===== src/ipfs_cfg.svh =====
// constants for the input pin function select block
//
// Behaviour
// - pin 1 function field is bits 6..4 of input_config_a, read/write, reset zero.
// - pin 2 function field is bits 2..0 of input_config_a, read/write, reset zero.
// - pin 3 function field is bits 6..4 of input_config_b at 0x2C, reset zero.
// - pin 4 function field is bits 2..0 of input_config_b, read/write, reset zero.
// - field value one makes the pin a general input visible to software.
// - field value two takes the master clock from the pin.
// - field value three makes the pin the daisy-chain serial data input.
// - values four to seven route the pin to PDM data pairs 12, 34, 56, 78.
// - bits 7 and 3 of both config registers are read-only zero.
// - read-only input_level_monitor at 0x2F, reset zero, shows general input levels.
// - monitor bits 7..4 show pins one..four as general inputs; bits 3..0 read zero.
// - input_config_a sits at 0x2B with reset value zero.
`ifndef IPFS_CFG_SVH
`define IPFS_CFG_SVH

// ---------------------------------------------------------------
// register offsets
// ---------------------------------------------------------------
`define IPFS_OFS_CONFIG_A   8'h2B
`define IPFS_OFS_CONFIG_B   8'h2C
`define IPFS_OFS_MONITOR    8'h2F

// ---------------------------------------------------------------
// field positions and reset values
// ---------------------------------------------------------------
`define IPFS_HI_FIELD_MSB   6
`define IPFS_HI_FIELD_LSB   4
`define IPFS_LO_FIELD_MSB   2
`define IPFS_LO_FIELD_LSB   0
`define IPFS_MON_LSB        4
`define IPFS_CONFIG_RESET   8'h00
`define IPFS_MONITOR_RESET  8'h00
`define IPFS_WRITE_MASK     8'h77

`endif


===== src/ipfs_pkg.sv =====
// types for the input pin function select block
package ipfs_pkg;
	typedef enum logic [2:0] {
		IPFS_FN_DISABLED = 3'h0,
		IPFS_FN_GENERAL  = 3'h1,
		IPFS_FN_MCLK     = 3'h2,
		IPFS_FN_CHAIN    = 3'h3,
		IPFS_FN_PDM12    = 3'h4,
		IPFS_FN_PDM34    = 3'h5,
		IPFS_FN_PDM56    = 3'h6,
		IPFS_FN_PDM78    = 3'h7
	} ipfs_func_t;
endpackage


===== src/ipfs_pin_route.sv =====
// routes synchronised pin levels to the selected destinations
`timescale 1ns/100ps
module ipfs_pin_route
	import ipfs_pkg::*;
#(
	parameter int PINS = 4
) (
	// selects and levels
	input  wire logic [3*PINS-1:0] sel_in,
	input  wire logic [PINS-1:0]   level_in,
	// destinations
	output logic                   mclk_valid_out,
	output logic                   mclk_out,
	output logic                   chain_valid_out,
	output logic                   chain_out,
	output logic [3:0]             pdm_valid_out,
	output logic [3:0]             pdm_out
);
	// a destination takes the first (lowest) pin whose select names it
	function automatic logic [1:0] pick(input logic [3*PINS-1:0] s, input ipfs_func_t f,
		input logic [PINS-1:0] lv);
		logic v;
		logic d;
		v = 1'b0;
		d = 1'b0;
		for (int p = PINS - 1; p >= 0; p--) begin
			if (s[3*p +: 3] == f) begin
				v = 1'b1;
				d = lv[p];
			end
		end
		return {v, d};
	endfunction

	always_comb begin
		logic [1:0] r;
		r = pick(sel_in, IPFS_FN_MCLK, level_in);
		mclk_valid_out = r[1];
		mclk_out = r[0];
		r = pick(sel_in, IPFS_FN_CHAIN, level_in);
		chain_valid_out = r[1];
		chain_out = r[0];
		for (int k = 0; k < 4; k++) begin
			r = pick(sel_in, ipfs_func_t'(3'(k + 4)), level_in);
			pdm_valid_out[k] = r[1];
			pdm_out[k] = r[0];
		end
	end
endmodule


===== src/ipfs_input_pin_function_select.sv =====
// top of the input pin function select block: registers, pin sync, routing
`include "ipfs_cfg.svh"
`timescale 1ns/100ps
module ipfs_input_pin_function_select
	import ipfs_pkg::*;
(
	// clock and reset
	input  wire logic       ref_clk_in,
	input  wire logic       rst_in,
	// register port
	input  wire logic [7:0] addr_in,
	input  wire logic [7:0] wdata_in,
	input  wire logic       wr_in,
	input  wire logic       rd_in,
	output logic [7:0]      rdata_out,
	// shared pins
	input  wire logic       shared_input_pin1_in,
	input  wire logic       shared_input_pin2_in,
	input  wire logic       shared_input_pin3_in,
	input  wire logic       shared_input_pin4_in,
	// clock source
	input  wire logic       dedicated_mclk_in,
	output logic            mclk_from_pin_out,
	output logic            mclk_sel_out,
	// audio destinations
	output logic            chain_serial_data_in_out,
	output logic            chain_valid_out,
	output logic [3:0]      pdm_data_out,
	output logic [3:0]      pdm_valid_out
);
	// ---------------------------------------------------------------
	// registers
	// ---------------------------------------------------------------
	logic [7:0] config_a_reg;
	logic [7:0] config_b_reg;
	logic [7:0] monitor_reg;
	logic [7:0] rdata_reg;
	logic [3:0] sync1_reg;
	logic [3:0] sync2_reg;
	logic [3:0] mon_next;
	logic [11:0] sel_all;
	logic       mclk_v;
	logic       mclk_d;

	// writes keep reserved bits 7 and 3 at zero
	always_ff @(posedge ref_clk_in or posedge rst_in) begin
		if (rst_in) begin
			config_a_reg <= `IPFS_CONFIG_RESET;
		end else if (wr_in && addr_in == `IPFS_OFS_CONFIG_A) begin
			config_a_reg <= wdata_in & `IPFS_WRITE_MASK;
		end
	end

	always_ff @(posedge ref_clk_in or posedge rst_in) begin
		if (rst_in) begin
			config_b_reg <= `IPFS_CONFIG_RESET;
		end else if (wr_in && addr_in == `IPFS_OFS_CONFIG_B) begin
			config_b_reg <= wdata_in & `IPFS_WRITE_MASK;
		end
	end

	// ---------------------------------------------------------------
	// pin synchronisers
	// ---------------------------------------------------------------
	always_ff @(posedge ref_clk_in or posedge rst_in) begin
		if (rst_in) begin
			sync1_reg <= 4'h0;
			sync2_reg <= 4'h0;
		end else begin
			sync1_reg <= {shared_input_pin4_in, shared_input_pin3_in,
				shared_input_pin2_in, shared_input_pin1_in};
			sync2_reg <= sync1_reg;
		end
	end

	assign sel_all = {config_b_reg[`IPFS_LO_FIELD_MSB:`IPFS_LO_FIELD_LSB],
		config_b_reg[`IPFS_HI_FIELD_MSB:`IPFS_HI_FIELD_LSB],
		config_a_reg[`IPFS_LO_FIELD_MSB:`IPFS_LO_FIELD_LSB],
		config_a_reg[`IPFS_HI_FIELD_MSB:`IPFS_HI_FIELD_LSB]};

	// ---------------------------------------------------------------
	// level monitor
	// ---------------------------------------------------------------
	// non-general pins read zero so a disabled pin leaks nothing
	always_comb begin
		for (int p = 0; p < 4; p++) begin
			mon_next[p] = (sel_all[3*p +: 3] == IPFS_FN_GENERAL) && sync2_reg[p];
		end
	end

	// pin 1 sits in bit 7, pin 4 in bit 4
	always_ff @(posedge ref_clk_in or posedge rst_in) begin
		if (rst_in) begin
			monitor_reg <= `IPFS_MONITOR_RESET;
		end else begin
			monitor_reg <= {mon_next[0], mon_next[1], mon_next[2], mon_next[3], 4'h0};
		end
	end

	// ---------------------------------------------------------------
	// read port
	// ---------------------------------------------------------------
	always_ff @(posedge ref_clk_in or posedge rst_in) begin
		if (rst_in) begin
			rdata_reg <= 8'h00;
		end else if (rd_in) begin
			case (addr_in)
				`IPFS_OFS_CONFIG_A: rdata_reg <= config_a_reg;
				`IPFS_OFS_CONFIG_B: rdata_reg <= config_b_reg;
				`IPFS_OFS_MONITOR:  rdata_reg <= monitor_reg;
				default:            rdata_reg <= 8'h00;
			endcase
		end else begin
			rdata_reg <= 8'h00;
		end
	end
	assign rdata_out = rdata_reg;

	// ---------------------------------------------------------------
	// routing
	// ---------------------------------------------------------------
	ipfs_pin_route #(
		.PINS(4)
	) u_route (
		.sel_in          (sel_all),
		.level_in        (sync2_reg),
		.mclk_valid_out  (mclk_v),
		.mclk_out        (mclk_d),
		.chain_valid_out (chain_valid_out),
		.chain_out       (chain_serial_data_in_out),
		.pdm_valid_out   (pdm_valid_out),
		.pdm_out         (pdm_data_out)
	);

	// pin clock is sampled, so it must be well under half the 40 MHz rate
	assign mclk_sel_out      = mclk_v;
	assign mclk_from_pin_out = mclk_v ? mclk_d : dedicated_mclk_in;

	// ---------------------------------------------------------------
	// checks
	// ---------------------------------------------------------------
	a_cfg_reserved_zero: assert property (@(posedge ref_clk_in) disable iff (rst_in)
		config_a_reg[7] == 1'b0 && config_a_reg[3] == 1'b0 && config_b_reg[7] == 1'b0
		&& config_b_reg[3] == 1'b0) else $error("reserved config bit set");
	a_cfg_a_write: assert property (@(posedge ref_clk_in) disable iff (rst_in)
		wr_in && addr_in == 8'h2B |=> config_a_reg[6:4] == $past(wdata_in[6:4]))
		else $error("pin1 field not written");
	a_cfg_a_low: assert property (@(posedge ref_clk_in) disable iff (rst_in)
		wr_in && addr_in == 8'h2B |=> config_a_reg[2:0] == $past(wdata_in[2:0]))
		else $error("pin2 field not written");
	a_cfg_b_write: assert property (@(posedge ref_clk_in) disable iff (rst_in)
		wr_in && addr_in == 8'h2C |=> config_b_reg[6:4] == $past(wdata_in[6:4]))
		else $error("pin3 field not written");
	a_cfg_b_low: assert property (@(posedge ref_clk_in) disable iff (rst_in)
		wr_in && addr_in == 8'h2C |=> config_b_reg[2:0] == $past(wdata_in[2:0]))
		else $error("pin4 field not written");
	a_mon_general: assert property (@(posedge ref_clk_in) disable iff (rst_in)
		config_a_reg[6:4] == 3'h1 && $stable(config_a_reg) |=> monitor_reg[7] == $past(sync2_reg[0]))
		else $error("pin1 level not monitored");
	a_mon_disabled: assert property (@(posedge ref_clk_in) disable iff (rst_in)
		config_b_reg[2:0] != 3'h1 |=> monitor_reg[4] == 1'b0) else $error("pin4 level leaked");
	a_mon_low_zero: assert property (@(posedge ref_clk_in) disable iff (rst_in)
		monitor_reg[3:0] == 4'h0) else $error("monitor reserved bits set");
	a_mon_read: assert property (@(posedge ref_clk_in) disable iff (rst_in)
		rd_in && addr_in == 8'h2F |=> rdata_out == $past(monitor_reg)) else $error("monitor read wrong");
	a_mclk_select: assert property (@(posedge ref_clk_in) disable iff (rst_in)
		config_a_reg[6:4] == 3'h2 |-> mclk_sel_out && mclk_from_pin_out == sync2_reg[0])
		else $error("mclk not taken from pin1");
	a_chain_route: assert property (@(posedge ref_clk_in) disable iff (rst_in)
		config_b_reg[6:4] == 3'h3 && config_a_reg[6:4] != 3'h3 && config_a_reg[2:0] != 3'h3
		|-> chain_valid_out && chain_serial_data_in_out == sync2_reg[2]) else $error("chain route wrong");
	a_pdm_route: assert property (@(posedge ref_clk_in) disable iff (rst_in)
		config_a_reg[2:0] == 3'h6 && config_a_reg[6:4] != 3'h6
		|-> pdm_valid_out[2] && pdm_data_out[2] == sync2_reg[1]) else $error("pdm route wrong");
	a_priority_low: assert property (@(posedge ref_clk_in) disable iff (rst_in)
		config_a_reg[6:4] == 3'h4 |-> pdm_data_out[0] == sync2_reg[0]) else $error("priority wrong");
	// the other three monitor bits, each with its own pin and field
	a_mon_pin2: assert property (@(posedge ref_clk_in) disable iff (rst_in)
		config_a_reg[2:0] == 3'h1 && $stable(config_a_reg) |=> monitor_reg[6] == $past(sync2_reg[1]))
		else $error("pin2 level not monitored");
	a_mon_pin3: assert property (@(posedge ref_clk_in) disable iff (rst_in)
		config_b_reg[6:4] == 3'h1 && $stable(config_b_reg) |=> monitor_reg[5] == $past(sync2_reg[2]))
		else $error("pin3 level not monitored");
	a_mon_pin4: assert property (@(posedge ref_clk_in) disable iff (rst_in)
		config_b_reg[2:0] == 3'h1 && $stable(config_b_reg) |=> monitor_reg[4] == $past(sync2_reg[3]))
		else $error("pin4 level not monitored");
	// with no pin on the clock function the dedicated source must pass straight through
	a_mclk_default: assert property (@(posedge ref_clk_in) disable iff (rst_in)
		config_a_reg[6:4] != 3'h2 && config_a_reg[2:0] != 3'h2 && config_b_reg[6:4] != 3'h2
		&& config_b_reg[2:0] != 3'h2 |-> !mclk_sel_out && mclk_from_pin_out == dedicated_mclk_in)
		else $error("mclk not from dedicated source");
	a_pdm_unused: assert property (@(posedge ref_clk_in) disable iff (rst_in)
		config_a_reg[6:4] != 3'h4 && config_a_reg[2:0] != 3'h4 && config_b_reg[6:4] != 3'h4
		&& config_b_reg[2:0] != 3'h4 |-> !pdm_valid_out[0] && !pdm_data_out[0])
		else $error("unused pdm pair driven");
	a_chain_pin1: assert property (@(posedge ref_clk_in) disable iff (rst_in)
		config_a_reg[6:4] == 3'h3 |-> chain_valid_out && chain_serial_data_in_out == sync2_reg[0])
		else $error("pin1 chain priority wrong");
	// read data stands one cycle only, so a stale value never looks like an answer
	a_rdata_idle: assert property (@(posedge ref_clk_in) disable iff (rst_in)
		!rd_in |=> rdata_out == 8'h00) else $error("read data not cleared");

	c_mclk_pin: cover property (@(posedge ref_clk_in) mclk_sel_out);
	c_chain: cover property (@(posedge ref_clk_in) chain_valid_out);
	c_all_pdm: cover property (@(posedge ref_clk_in) pdm_valid_out == 4'hF);
	c_mon_high: cover property (@(posedge ref_clk_in) monitor_reg[7:4] == 4'hF);
endmodule


===== config.mk =====
export PLATFORM = sky130hd
export DESIGN_NAME = ipfs_input_pin_function_select
export DESIGN_NICKNAME = d
export VERILOG_FILES = /design/src/ipfs_pkg.sv /design/src/ipfs_pin_route.sv /design/src/ipfs_input_pin_function_select.sv
export VERILOG_INCLUDE_DIRS = /design/src
export SDC_FILE = /design/constraint.sdc
export NUM_CORES = 1
export LEC_CHECK = 0
export BUFFER_PORTS_ARGS = -buffer_cell sky130_fd_sc_hd__clkbuf_2
export CORE_ASPECT_RATIO = 1.5
export CORE_UTILIZATION = 38
export DETAILED_ROUTE_END_ITERATION = 7
export PLACE_DENSITY_LB_ADDON = 0.05
export SYNTH_ARGS = -nofsm -noshare
export SYNTH_HDL_FRONTEND = slang
export SYNTH_SLANG_ARGS = --single-unit

===== constraint.sdc =====
create_clock -name ref_clk_in -period 2.4 [get_ports ref_clk_in]
set_input_delay 0.12 -clock ref_clk_in [delete_from_list [all_inputs] [get_ports ref_clk_in]]
set_output_delay 0.12 -clock ref_clk_in [all_outputs]
set_load 0.05 [all_outputs]

### Word-level counts from Yosys, hierarchy flattened

Cells that the tools add are included.

* multiplexer cells: 51
* reductions and logical operators: 6
* eq/ne operators: 31

Operators with widths (count)
* $mux W1: 49
* $eq A3 B3 Y1 const B: 16
* $eq A3 B2 Y1 const B: 8
* $eq A8 B6 Y1 const B: 3
* $pmux W8 S3: 1
* $eq A3 B1 Y1 const B: 4
* $mux W8: 1
* $logic_and A1 B1 Y1: 6

* output and inout port bits: 20
* register bits: 32
* input bits: 25

### Depth between registers and ports, before layout

Gate-level depths: netlist of the first run.

* depth after elaboration: 6
* depth in mapped cells: 4
* mapped depth without buffers: 3

### Cells and area by module

Synthesis of the first run repeated with hierarchy kept, for this count alone.

* cells, all modules: 173
* area total of the unflattened synthesis: 1765.4 um^2

By module, submodules not included
* ipfs_input_pin_function_select: cells an instance 97, sequential area each 775.7 um^2, times used 1, area each 1247.4 um^2
* ipfs_pin_route: cells an instance 76, sequential area each 0.0 um^2, times used 1, area each 518.0 um^2

### Worst setup path before layout of the first run

OpenSTA, ideal clock, no wires.

* path kind: register to output
* start point: register config_a_reg[1]
* end point: output port mclk_from_pin_out
* arrival: 2.794 ns
* buffers on the path: 1
* slack: -0.514 ns
* stages on the path, launching flop included: 5
* cell sequence: dfrtp_1 clkbuf_1 nor3b_1 or2_2 o311ai_0

* cells in the longest elaborated chain, start to end: 4

Ends and longest elaborated chain
* start, declared: RTL line ipfs_input_pin_function_select.sv:34 `logic [7:0] config_a_reg;`
* start signal, assigned: RTL line ipfs_input_pin_function_select.sv:48 `` config_a_reg <= `IPFS_CONFIG_RESET; ``
* start signal, assigned: RTL line ipfs_input_pin_function_select.sv:50 `` config_a_reg <= wdata_in & `IPFS_WRITE_MASK; ``
* $eq A3 B2 Y1 (*): RTL line ipfs_pin_route.sv:27 `if (s[3*p +: 3] == f) begin`
* $mux W1 (2 in series): RTL line ipfs_pin_route.sv:27
* $mux W1 (*): RTL line ipfs_input_pin_function_select.sv:137 `assign mclk_from_pin_out = mclk_v ? mclk_d : dedicated_mclk_in;`
* end, declared: RTL line ipfs_input_pin_function_select.sv:23 `output logic mclk_from_pin_out,`

Mark *: on every way between the ends. The rest lies on a longest branch, timed or not.

### Worst setup path in the final report of the first run

* start point: register config_b_reg[1]
* end point: output port mclk_from_pin_out

* cells in the longest elaborated chain, start to end: 6

Ends and longest elaborated chain
* start, declared: RTL line ipfs_input_pin_function_select.sv:35 `logic [7:0] config_b_reg;`
* start signal, assigned: RTL line ipfs_input_pin_function_select.sv:56 `` config_b_reg <= `IPFS_CONFIG_RESET; ``
* start signal, assigned: RTL line ipfs_input_pin_function_select.sv:58 `` config_b_reg <= wdata_in & `IPFS_WRITE_MASK; ``
* $eq A3 B2 Y1 (*): RTL line ipfs_pin_route.sv:27
* $mux W1 (4 in series): RTL line ipfs_pin_route.sv:27
* $mux W1 (*): RTL line ipfs_input_pin_function_select.sv:137

Marks and branches as above.

==> impl_metrics.yaml, run 1 <==
sta:
  setup_ws_ps: 193.0
  fmax_mhz: 453.1
  fin_crit_sh_pct: 91.96
  report.final.slew_viol_count: 0
  finalHoldViolations: 0
  rsz0062_at_grt: "no"
  period_needed_ps: 2207
  clock_skew_ps: 4.820
  tns_ps: 0
  setup_viol: 0
layout:
  fin_nets: 233
  most-common-layout-cells: "41 x clkbuf_2, 31 x dfrtp_1, 14 x nand3_1"
  drive_gt1_share_pct: 33.49
  antenna_cells: 0
  finish.instance_area_sq_um: 2106
  largest_register_ffs: 7
  nFillCells: 419
  syn_to_final_growth_pct: 21.60
  layout_commonest_cell: "clkbuf_2"
  utilization_pct: 48.77
  fin_cells: 255
synth:
  yosysTopAreaCellShare_pct: 44.80
  synth_area_sq_um: 1732
  synthArstFlopShare_pct: 100.0
  yosysTopAreaCell: "dfrtp_1"
  synth_edf_count: 0
  synth-simple-area-share_pct: 30.27
  yosys.area_share.adder_pct: 0
  ys_ff_latch: 31
  syn_area_per_cell_sq_um: 10.49
  synth_xor_area_share_pct: 0
  ys_types: 40
  synth_compound_area_share_pct: 9.465
  muxShareOfSynthArea_pct: 11.27
  synthTopCellsByArea: "dfrtp_1 45%, mux2_2 7.8%, nand3_1 4.0%"
  synth_seq_area_share_pct: 44.80
  synth_top_family_by_area: "simple AND/OR/NAND/NOR gates"
  ys_warn_count: 0
  syn_inst: 165
  ys.flop_type: "dfrtp_1"
  synth_nets: 190
worst_setup_path:
  cp-start-kind: "register"
  path_max_fanout: 15
  cp-end-kind: "output pin"
  arrival_ps: 2090
  cp_data_required_time_ps: 2280
  worstSetupPathType: "reg2out"
floorplanning:
  die_h_microns: 84.68
  fp.dieArea_sq_um: 4837
  core_area_sq_um: 4318
  rows: 29
  ios: 45
  start_util_pct: 40.10
  die_width_microns: 57.12
global_routing:
  grt-ovfl-total: 0
  grt_pass1_wl_microns: 6734
  antenna_found_initial: 0
  grt_pass1_vias: 1436
  grt_max_degree: 32
  gr-usage-all-layers_pct: 19.03
routing:
  drt_iter0_markers: 94
  drcViolationCount: 12
  drt_first_pass_iters: 6
  totalWireLength_microns: 4296
  final_antenna_net_count: 0
  avgViaCountPerCell: 5.835
  vias: 1488
  wl_per_cell_microns: 16.85
cts:
  clk_latency_ps: 290
  cts_root_buf: "clkbuf_8"
  clock_sinks: 31
  cts_tree: "yes"
  cts_buffers: 5
  clkTransAtPathRegs_ps: 70
  cts_buffer_depth: 2
  cts_resized: 0
  h-tree-depth: 2
placement:
  place.gp.congestion: 0.8082
  port_buffers: 41
  hpwl_microns: 3170
  placedCellCount: 242
  place_area_sq_um: 1952
  pre_cts_ws_ps: 497.2
pwr:
  ir_drop_mv: 0.4351
  power_density_nw_per_um2: 567.7
  p_leak_nw: 0.9936
flow_run:
  drv_cap: 0
outcome:
  violations: "DRC"
  outcome: "complete, but fails checks"
hold_path:
  hold_path_class: "in2reg"
## through the flow
stage               power [mW]  hold WS, ps
finish                   1.195        60.75
global route             1.254        78.94
CTS                      1.209        67.50
detailed placement      0.7428        202.4
global placement        0.7376        188.8
floorplan               0.6850        151.4
## cells in the mapped netlist (all sizes together) (3+ instances only)
| library cell | count |
|---|---|
| nor4 | 6 |
| mux2i | 6 |
| nor3 | 4 |
| and3 | 3 |
| o211ai | 3 |
| nor2 | 4 |
| a31oi | 3 |
| buf | 4 |
| nor4bb | 3 |
| nand3b | 8 |
| clkbuf | 7 |
| or3b | 3 |
| mux2 | 12 |
| nand3 | 15 |
| dfrtp | 31 |
| and4b | 4 |
| inv | 5 |
| nand2 | 9 |
| nor3b | 8 |
| a21oi | 5 |
| a221oi | 5 |
## cell families (layout without fill, tap and decap cells)
kind of cell	after synthesis	after routing
AOI/OAI and AO/OA	22	22
buffers and inverters	16	60
DFF	31	31
muxes	18	18
other	1	1
and+or+nand+nor	77	77
## what timing repair did
action	in CTS	in global routing
hold buffers	5	0
hold endpoints to repair	35	0
buffers inserted	0	0
## cell type report
| class | count | area, sq um | area share, % |
|---|---|---|---|
| Clock buffer | 7 | 96.34 | 4.575 |
| Clock inverter | 1 | 7.507 | 0.3565 |
| Inverter | 5 | 18.77 | 0.8913 |
| Multi-Input combinational cell | 118 | 887.1 | 42.13 |
| Sequential cell | 31 | 775.7 | 36.84 |
| Tap cell | 46 | 57.56 | 2.733 |
| Timing Repair Buffer | 47 | 262.8 | 12.48 |
## critical path: stages (launching register included)
cell,delay [ps]
dfrtp_1,580
or3b_2,500
a211oi_1,310
o311ai_1,150
clkbuf_2,250
## report_power, final
part	switching [mW]	internal, mW
combinational	0.104	0.0601
sequential	0.0349	0.540
clock	0.196	0.260
## final timing paths
check,start,endpoint,slack (ps),cells after the start
max reg2reg,config_b_reg[4],rdata_out[4],1230,3
min,rd_in,rdata_out[7],60,3
max,config_b_reg[1],mclk_from_pin_out,190,4
min in group asynchronous,rst_in,monitor_reg[6],430,4
min reg2reg,sync1_reg[2],sync2_reg[2],350,0
max in group asynchronous,rst_in,sync2_reg[3],1690,4
## metal layers
layer  up-vias  GRT usage (%)  part of all wire (%)
li1        711              -                     -
met1       711          19.96                    38
met2        56          34.01                    52
met3        10          5.085                   5.8
met4         0          9.756                   3.3
met5         -              0                     0
No activity file was read; power rests on OpenSTA's default activity.
==> run 2, diff against run 1 <==
CAP_MARGIN = 30   (was default)
RECOVER_POWER = 50   (was default)
==> impl_metrics.yaml, run 2 (synthesis results as in run 1) <==
outcome:
  outcome: "complete, but fails checks"
  violations: "DRC, capacitance limit, slew limit"
global_routing:
  grt_pass1_vias: 1436
  grt-ovfl-total: 0
  antenna_found_initial: 0
  grt_pass1_wl_microns: 6734
  gr-usage-all-layers_pct: 19.03
  grt_max_degree: 32
cts:
  clock_sinks: 31
  cts_resized: 0
  clk_latency_ps: 290
  post_cts_buffers: 0
  cts_hold_buf: 5
  clkTransAtPathRegs_ps: 70
  h-tree-depth: 2
  cts_tree: "yes"
  cts_buffers: 5
  cts_root_buf: "clkbuf_8"
  cts_buffer_depth: 2
layout:
  syn_to_final_growth_pct: 21.31
  fin_nets: 233
  antenna_cells: 0
  regArea_sq_um: 775.7
  finish.instance_area_sq_um: 2101
  multi_input_area_sq_um: 887.1
  utilization_pct: 48.65
  drive_gt1_share_pct: 32.54
  most-common-layout-cells: "40 x clkbuf_2, 31 x dfrtp_1, 14 x nand3_1"
  nFillCells: 422
  largest_register_ffs: 7
  layout_commonest_cell: "clkbuf_2"
  fin_cells: 255
routing:
  drt_iter0_markers: 94
  drcViolationCount: 12
  totalWireLength_microns: 4298
  wl_per_cell_microns: 16.85
  avgViaCountPerCell: 5.851
  vias: 1492
  drt_first_pass_iters: 6
  final_antenna_net_count: 0
flow_run:
  drv_cap: 1
worst_setup_path:
  worstSetupPathType: "reg2out"
  path_max_fanout: 15
  slowest_delay_ps: 580
  crit_path_top_delay_cell: "dfrtp_1"
  arrival_ps: 2090
  path_cells: "or3b_2, a211oi_1, o311ai_1, clkbuf_2"
  cp-start-kind: "register"
  crit_buf_inv: 1
  cp_top_family: "flip-flops"
  cp-end-kind: "output pin"
  cp_data_required_time_ps: 2280
floorplanning:
  core_area_sq_um: 4318
  rows: 29
  ios: 45
  die_width_microns: 57.12
  fp.dieArea_sq_um: 4837
  start_util_pct: 40.10
  die_h_microns: 84.68
pwr:
  ir_drop_mv: 0.4350
  power_mw: 1.194
  p_leak_nw: 0.9870
  power_density_nw_per_um2: 568.6
placement:
  hpwl_microns: 3170
  placedCellCount: 242
  port_buffers: 41
  place.gp.congestion: 0.8082
  place_area_sq_um: 1952
  pre_cts_ws_ps: 497.2
sta:
  fin_hold_ws_ps: 61.32
  finalHoldViolations: 0
  worst_pin_slew_ps: 1596
  setup_ws_ps: 193.0
  report.final.slew_viol_count: 32
  clock_skew_ps: 4.820
  rsz0062_at_grt: "no"
  fmax_mhz: 453.1
  tns_ps: 0
  period_needed_ps: 2207
  setup_viol: 0
  max_slew_margin_pct: -6.384
  fin_crit_sh_pct: 91.96
hold_path:
  hold_path_class: "in2reg"
run 2: power breakdown:
| group | internal (mW) | switching (mW) |
|---|---|---|
| Clock | 0.260 | 0.196 |
| Sequential | 0.540 | 0.0349 |
| Combinational | 0.0591 | 0.104 |
| Total | 0.860 | 0.335 |
run 2: worst min-delay path, delay by kind of cell:
family / cells / cell delay [ps]
buffers and inverters: 1 / 90
and+or+nand+nor: 2 / 100
run 2: area by class of cell:
type,instances,area share [%]
Inverter,5,0.8934
Timing Repair Buffer,47,12.27
Multi-Input combinational cell,118,42.23
Tap cell,46,2.740
Sequential cell,31,36.93
Clock inverter,1,0.3574
Clock buffer,7,4.586
run 2: path summary, 6_finish.rpt:
check | from | to | slack (ps) | cells past startpoint
max in group asynchronous | rst_in | sync2_reg[3] | 560 | 4
min in group asynchronous | rst_in | monitor_reg[6] | 910 | 4
worst min register to register | sync1_reg[2] | sync2_reg[2] | 350 | 0
worst min-delay path | rd_in | rdata_out[7] | 60 | 3
worst max register to register | config_b_reg[4] | rdata_out[4] | 1230 | 3
worst max-delay path | config_b_reg[1] | mclk_from_pin_out | 190 | 4
run 2: metal layers:
layer,GRT usage (%),up-vias,part of all wire [%]
met2,34.01,56,52
li1,-,711,-
met1,19.96,715,38
met5,0,-,0
met4,9.756,0,3.3
met3,5.085,10,5.8
